### config.mk
export PLATFORM = sky130hd
export DESIGN_NAME = attn_step_control
export DESIGN_NICKNAME = d
export VERILOG_FILES = /design/src/attn_pkg.sv /design/src/attn_step_control.sv
export VERILOG_INCLUDE_DIRS = /design/src
export SDC_FILE = /design/constraint.sdc
export NUM_CORES = 1
export LEC_CHECK = 0
export ABC_AREA = 1
export BUFFER_PORTS_ARGS = -buffer_cell sky130_fd_sc_hd__buf_2
export CAP_MARGIN = 20
export CORE_MARGIN = 4
export CORE_UTILIZATION = 51
export DETAILED_ROUTE_END_ITERATION = 6
export PLACE_DENSITY = 0.79
export REMOVE_ABC_BUFFERS = 1
export SYNTH_ARGS = -nofsm -noshare
export SYNTH_HDL_FRONTEND = slang
export SYNTH_SLANG_ARGS = --single-unit
### constraint.sdc
create_clock -name clk -period 1.6 [get_ports clk]
set_input_delay 0.24 -clock clk [delete_from_list [all_inputs] [get_ports clk]]
set_output_delay 0.24 -clock clk [all_outputs]
set_load 0.01 [all_outputs]
### src/attn_regs.svh
// Constants for the attenuator step control block
`ifndef ATTN_REGS_SVH
`define ATTN_REGS_SVH

// ----------------------------------------------------------------
// Word layout
// ----------------------------------------------------------------
`define ATTN_WORD_W        6
`define ATTN_WORD_MSB      5
`define ATTN_SYNC_STAGES   3

// ----------------------------------------------------------------
// Timing
// ----------------------------------------------------------------
`define ATTN_CLK_MHZ       125
`define ATTN_POWERUP_MS    200
`define ATTN_POWERUP_CYC   (`ATTN_POWERUP_MS * 1000 * `ATTN_CLK_MHZ)

// ----------------------------------------------------------------
// Power-up words (active-low control bits)
// ----------------------------------------------------------------
`define ATTN_PUP_MAX       6'h00
`define ATTN_PUP_24DB      6'h0F
`define ATTN_PUP_16DB      6'h1F
`define ATTN_PUP_MIN       6'h3F
`define ATTN_RESET_WORD    6'h3F

// ----------------------------------------------------------------
// Counter
// ----------------------------------------------------------------
`define ATTN_CNT_W         32
`define ATTN_CNT_ZERO      32'h0000_0000
`define ATTN_CNT_ONE       32'h0000_0001

`endif

### src/attn_pkg.sv
// Types shared by the attenuator step control block
package attn_pkg;

	// ------------------------------------------------------------
	// Pin group sampled from outside the clock domain
	// ------------------------------------------------------------
	typedef struct packed {
		logic       serial_clk;
		logic       serial_data_in;
		logic       load_strobe;
		logic       interface_select;
		logic       powerup_select_a;
		logic       powerup_select_b;
		logic [5:0] parallel_control_word;
	} attn_pins_t;

	// ------------------------------------------------------------
	// Control states
	// ------------------------------------------------------------
	typedef enum logic [1:0] {
		ATTN_ST_WAIT = 2'b00,
		ATTN_ST_RUN  = 2'b01
	} attn_state_t;

endpackage

### src/attn_step_control.sv
// Attenuator step control: serial, direct and latched parallel loading
//
// Contract
// - Serial programming only while interface select high
// - Act on rising serial clock edges; strobe acts on its high level, not its edge
// - Strobe high in serial mode loads shift register
// - Serial clock ignored while strobe high
// - Select low: serial ignored, parallel word loads
// - Attenuation state held while strobe low after power-up
// - Strobe low at power-up: select pins choose state
// - Strobe high at power-up: parallel word used
// - Power-up state latched 200 ms after start
// - Active-low bits, binary half-dB weights summed
// - Serial output is input delayed six serial clock rising edges
`timescale 1ns/1ps
`default_nettype none
`include "attn_regs.svh"

module attn_step_control #(
	parameter int POWERUP_CYCLES = `ATTN_POWERUP_CYC
) (
	input  wire logic                     clk,               // System clock
	input  wire logic                     rstn,              // Sync reset, low
	input  wire logic                     ce,                // Clock enable
	input  wire attn_pkg::attn_pins_t     pins,              // Raw control pins
	output logic [`ATTN_WORD_MSB:0]       atten_word,        // Active-low bits
	output logic [`ATTN_WORD_MSB:0]       atten_half_db,     // Loss in 0.5 dB
	output logic                          serial_data_out,   // Cascade output
	output logic                          powerup_done       // Start-up latched
);
	import attn_pkg::*;

	// Refused at elaboration: a zero count would wrap the counter and stretch the wait
	if (POWERUP_CYCLES < 1)
	begin : g_bad_powerup
		$error("POWERUP_CYCLES must be at least one");
	end

	// ------------------------------------------------------------
	// Input synchronisers
	// ------------------------------------------------------------
	// Three stages; a change is accepted only once stages two and
	// three agree, which also rejects single-sample glitches.
	attn_pins_t sync1_ff;
	attn_pins_t sync2_ff;
	attn_pins_t sync3_ff;
	attn_pins_t filt_ff;
	attn_pins_t nxt_sync1;
	attn_pins_t nxt_sync2;
	attn_pins_t nxt_sync3;
	attn_pins_t nxt_filt;

	always_comb
	begin
		nxt_sync1 = sync1_ff;
		nxt_sync2 = sync2_ff;
		nxt_sync3 = sync3_ff;
		nxt_filt  = filt_ff;
		if (ce)
		begin
			nxt_sync1 = pins;
			nxt_sync2 = sync1_ff;
			nxt_sync3 = sync2_ff;
			nxt_filt  = (sync2_ff & ~(sync2_ff ^ sync3_ff))
			          | (filt_ff & (sync2_ff ^ sync3_ff));
		end
		if (!rstn)
		begin
			nxt_sync1 = '0;
			nxt_sync2 = '0;
			nxt_sync3 = '0;
			nxt_filt  = '0;
		end
	end

	always_ff @(posedge clk)
	begin
		sync1_ff <= nxt_sync1;
		sync2_ff <= nxt_sync2;
		sync3_ff <= nxt_sync3;
		filt_ff  <= nxt_filt;
	end

	// ------------------------------------------------------------
	// Edge detection
	// ------------------------------------------------------------
	logic prev_sclk_ff;
	logic nxt_prev_sclk;
	logic sclk_rise;

	always_comb
	begin
		nxt_prev_sclk = prev_sclk_ff;
		if (ce)
			nxt_prev_sclk = filt_ff.serial_clk;
		if (!rstn)
			nxt_prev_sclk = 1'b0;
	end

	always_ff @(posedge clk)
	begin
		prev_sclk_ff <= nxt_prev_sclk;
	end

	assign sclk_rise = filt_ff.serial_clk & ~prev_sclk_ff;

	// ------------------------------------------------------------
	// Power-up timer and state
	// ------------------------------------------------------------
	attn_state_t            state_ff;
	attn_state_t            nxt_state;
	logic [`ATTN_CNT_W-1:0] cnt_ff;
	logic [`ATTN_CNT_W-1:0] nxt_cnt;
	logic                   timer_done;

	assign timer_done = (cnt_ff == POWERUP_CYCLES[`ATTN_CNT_W-1:0]
	                    - `ATTN_CNT_ONE);

	always_comb
	begin
		nxt_state = state_ff;
		nxt_cnt   = cnt_ff;
		if (ce)
		begin
			case (state_ff)
				ATTN_ST_WAIT:
				begin
					if (timer_done)
						nxt_state = ATTN_ST_RUN;
					else
						nxt_cnt = cnt_ff + `ATTN_CNT_ONE;
				end
				ATTN_ST_RUN:
				begin
					nxt_state = ATTN_ST_RUN;
				end
				default:
				begin
					nxt_state = ATTN_ST_WAIT;
					nxt_cnt   = `ATTN_CNT_ZERO;
				end
			endcase
		end
		if (!rstn)
		begin
			nxt_state = ATTN_ST_WAIT;
			nxt_cnt   = `ATTN_CNT_ZERO;
		end
	end

	always_ff @(posedge clk)
	begin
		state_ff <= nxt_state;
		cnt_ff   <= nxt_cnt;
	end

	// ------------------------------------------------------------
	// Power-up word selection
	// ------------------------------------------------------------
	logic [`ATTN_WORD_MSB:0] pup_word;

	always_comb
	begin
		if (filt_ff.load_strobe)
			pup_word = filt_ff.parallel_control_word;
		else
		begin
			case ({filt_ff.powerup_select_b, filt_ff.powerup_select_a})
				2'b00:   pup_word = `ATTN_PUP_MAX;
				2'b01:   pup_word = `ATTN_PUP_24DB;
				2'b10:   pup_word = `ATTN_PUP_16DB;
				2'b11:   pup_word = `ATTN_PUP_MIN;
				default: pup_word = `ATTN_PUP_MIN;
			endcase
		end
	end

	// ------------------------------------------------------------
	// Serial shift register
	// ------------------------------------------------------------
	// The shift register keeps running through the power-up wait so
	// a cascaded part downstream still sees its data.
	logic [`ATTN_WORD_MSB:0] shift_ff;
	logic [`ATTN_WORD_MSB:0] nxt_shift;
	logic                    shift_en;

	assign shift_en = filt_ff.interface_select
	                & ~filt_ff.load_strobe
	                & sclk_rise;

	always_comb
	begin
		nxt_shift = shift_ff;
		if (ce && shift_en)
			nxt_shift = {shift_ff[`ATTN_WORD_MSB-1:0],
			             filt_ff.serial_data_in};
		if (!rstn)
			nxt_shift = '0;
	end

	always_ff @(posedge clk)
	begin
		shift_ff <= nxt_shift;
	end

	// ------------------------------------------------------------
	// Attenuation state
	// ------------------------------------------------------------
	logic [`ATTN_WORD_MSB:0] word_ff;
	logic [`ATTN_WORD_MSB:0] nxt_word;
	logic                    done_ff;
	logic                    nxt_done;

	always_comb
	begin
		nxt_word = word_ff;
		nxt_done = done_ff;
		if (ce)
		begin
			if (state_ff == ATTN_ST_WAIT)
			begin
				if (timer_done)
				begin
					nxt_word = pup_word;
					nxt_done = 1'b1;
				end
			end
			else if (filt_ff.load_strobe)
			begin
				if (filt_ff.interface_select)
					nxt_word = shift_ff;
				else
					nxt_word = filt_ff.parallel_control_word;
			end
		end
		if (!rstn)
		begin
			nxt_word = `ATTN_RESET_WORD;
			nxt_done = 1'b0;
		end
	end

	always_ff @(posedge clk)
	begin
		word_ff <= nxt_word;
		done_ff <= nxt_done;
	end

	// ------------------------------------------------------------
	// Outputs
	// ------------------------------------------------------------
	// Each low bit adds its binary weight of half-dB steps, so the
	// total loss in half-dB units is simply the inverted word.
	logic [`ATTN_WORD_MSB:0] half_db_ff;
	logic [`ATTN_WORD_MSB:0] nxt_half_db;

	always_comb
	begin
		nxt_half_db = ~nxt_word;
	end

	always_ff @(posedge clk)
	begin
		half_db_ff <= nxt_half_db;
	end

	assign atten_word      = word_ff;
	assign atten_half_db   = half_db_ff;
	assign serial_data_out = shift_ff[`ATTN_WORD_MSB];
	assign powerup_done    = done_ff;

endmodule

`default_nettype wire

==> impl_metrics.env <==
export IMPL_synth_area_top_cells="dfxtp_1 42%, nand2_1 11%, nor2_1 9.5%"
export IMPL_dieArea_um2=11100
export IMPL_total_power_mw=4.53
export IMPL_drive_gt1_frac=0.296
export IMPL_wl_met1_um=5390
export IMPL_start_util=0.525
export IMPL_clockBufferDepth=2
export IMPL_synth_top_area_share=0.416
export IMPL_clkPwrFrac=0.351
export IMPL_layout_commonest_cell="nand2_1"
export IMPL_rsz0062_at_grt="yes"
export IMPL_ios=29
export IMPL_worst_pin_slew_ns=0.497
export IMPL_num_vias=5108
export IMPL_switching_share=0.271
export IMPL_fmax_mhz=597
export IMPL_setup_tns_ns=-0.393
export IMPL_hpwl_um=8320
export IMPL_nFillCells=719
export IMPL_cts_sinks=101
export IMPL_synth_avg_cell_area_um2=6.88
export IMPL_grt_overflow_total=0
export IMPL_synth_largest_area_cell="dfxtp_1"
export IMPL_cp_start_kind="flip-flop"
export IMPL_skew_ns=0.0190
export IMPL_insertion_delay_ns=0.39
export IMPL_post_route_period_util=1.05
export IMPL_final_cells=930
export IMPL_nNetsFinal=812
export IMPL_arrival_ns=1.96
export IMPL_root_buffer="clkbuf_8"
export IMPL_r2r_start="cnt_ff[19]$_SDFFE_PN0P_"
export IMPL_rows=35
export IMPL_route_met3_wl_um=859
export IMPL_synth_seq_cells=101
export IMPL_setup_worst_path_class="flip-flop to flip-flop"
export IMPL_fp_dieW_um=106
export IMPL_ys_types=34
export IMPL_drv_cap=0
export IMPL_crit_start="cnt_ff[19]$_SDFFE_PN0P_"
export IMPL_grt_pass1_wl_um=21400
export IMPL_hp_class="primary input to flip-flop"
export IMPL_p_leak_nw=2.64
export IMPL_cp_slowest_stage_delay_ns=0.37
export IMPL_grt_pass1_vias=4889
export IMPL_coreArea_um2=9240
export IMPL_maxSlewViolCount=0
export IMPL_remaining_drc_errors=1
export IMPL_power_density_nw_per_um2=728
export IMPL_htreeDepth=3
export IMPL_yosysWarnings=0
export IMPL_period_needed_ns=1.67
export IMPL_synth_area_um2=4850
export IMPL_clk_pin_slew_ns=0.12
export IMPL_slew_headroom=0.665
export IMPL_fin_util=0.673
export IMPL_postCtsHoldBufs=0
export IMPL_maxUsedRoutingLayer="met4"
export IMPL_violations="design-rule violations, negative setup slack"
export IMPL_grt_total_usage=0.232
export IMPL_die_height_um=106
export IMPL_wl_per_cell_um=14.6
export IMPL_critPathTopFamily="simple AND/OR/NAND/NOR gates"
export IMPL_p_sw_mw=1.23
export IMPL_cts_buffers=9
export IMPL_cp_common_cell="nand2_1"
export IMPL_diodes=0
export IMPL_final_cell_mix="126 x nand2_1, 106 x nor2_1, 84 x dfxtp_1, 79 x inv_1, 67 x buf_4"
export IMPL_totalWireLength_um=13500
export IMPL_dr_pass1_iters=7
export IMPL_intPower_mw=3.30
export IMPL_place_ws_ns=-0.225
export IMPL_cts_tree="built"
export IMPL_critPathCaptureType="flip-flop"
export IMPL_ant_nets=0
export IMPL_grt_max_degree=47
export IMPL_fin_ws_ns=-0.0745
export IMPL_vias_per_cell=5.49
export IMPL_gp_congestion=0.910
export IMPL_cpMaxStageDelayCell="dfxtp_1"
export IMPL_cp_max_fo=5
export IMPL_timing_hold_violations_final=0
export IMPL_crit_chain="nand2_2 -> buf_4 -> nor2_4 -> nand2_1 -> nor2_4 -> buf_4 -> nand2_4 -> nand4_1 -> nand2_1 -> nand2_1 -> nor2_1"
export IMPL_power_frac_comb=0.071
export IMPL_wl_met2_um=6870
export IMPL_port_buffers=28
export IMPL_synthCells=706
export IMPL_outcome="finished with violations"
export IMPL_drt_first_iter_violations=312
export IMPL_irDropWorstVdd_uv=552
export IMPL_ys_seq_area_frac=0.416
export IMPL_syn_to_final_growth_pct=28.1
export IMPL_antenna_found_initial=0
export IMPL_min_from="pins[4]"
export IMPL_dp_cells=893
export IMPL_crit_required_ns=1.88
export IMPL_seq_power_share=0.579
export IMPL_cp_buffers_inverters=2
export IMPL_finalSetupViolCount=16
[path summary, 6_finish.rpt]
path	end	slack, ns	depth (start not counted)
setup / recovery	cnt_ff[24]$_SDFFE_PN0P_	-0.07	11
hold / removal	sync1_ff[4]$_SDFFE_PN0P_	0.07	3
hold reg to reg	powerup_done$_SDFFE_PN0P_	0.46	2
setup reg to reg	cnt_ff[24]$_SDFFE_PN0P_	-0.07	11
[power groups by stage]
stage          sequential [mW]  combinational (mW)  clock, mW
6_report                  2.62               0.321       1.59
5_1_grt                   2.63               0.358       1.72
4_1_cts                   2.62               0.297       1.62
3_5_place_dp              2.67               0.280          0
3_3_place_gp              2.67               0.270          0
2_1_floorplan             2.67               0.149          0
[cell type report]
type | count | area [um^2] | share of cell area
multi-input combinational | 492 | 2770 | 0.445
sequential | 101 | 2050 | 0.329
timing repair buffer | 99 | 697 | 0.112
inverter | 93 | 359 | 0.0577
tap | 129 | 161 | 0.0260
clock buffer | 10 | 128 | 0.0205
clock inverter | 6 | 62.6 | 0.0101
[worst reg2reg max path, cell delays in order (launching register included)]
cell,delay (ns)
dfxtp_1,0.37
nand2_2,0.09
buf_4,0.15
nor2_4,0.14
nand2_1,0.12
nor2_4,0.17
buf_4,0.16
nand2_4,0.07
nand4_1,0.11
nand2_1,0.08
nand2_1,0.07
nor2_1,0.04
[synth_stat cells (all sizes together)]
cell type,count
o21bai,1
xor2,2
o22ai,1
o21ai,72
a211oi,3
nand3b,1
nand2,145
a221oi,9
buf,10
clkbuf,16
nor2,135
nor3,14
a21oi,38
nand4,19
nand3,36
inv,93
o211ai,8
ha,1
nor4,1
dfxtp,101
[layer usage]
metal / up-vias / global-route usage
li1: 2469 / -
met1: 2409 / 0.279
met2: 189 / 0.394
met3: 41 / 0.0508
met4: 0 / 0.107
met5: - / 0
[kinds of logic (layout without fill, tap and decap cells)]
logic type,Yosys count,in the layout,synth area share
XOR/XNOR,2,2,0.00361
buffers and inverters,119,208,0.0990
AND/OR/NAND/NOR,351,357,0.323
flip-flops,101,101,0.416
AO/OA/AOI/OAI,132,132,0.155
adder cells (fa/ha/maj),1,1,0.00258
[metrics by stage]
stage / area, um^2 / hold slack [ns]
finish: 6220 / 0.0672
detailed placement: 5460 / 0.451
CTS: 5830 / 0.0612
global placement: 5460 / 0.444
global route: 6220 / 0.0644
floorplan: 4720 / 0.309
[repair_timing]
action | 4_1_cts | 5_1_grt
gates cloned | 3 | 3
buffers inserted | 4 | 11
pin swaps | 13 | 39
setup endpoints to repair | 42 | 44
resized for setup | 31 | 90
hold endpoints to repair | 0 | 0
No activity file was read; power rests on OpenSTA's default activity.
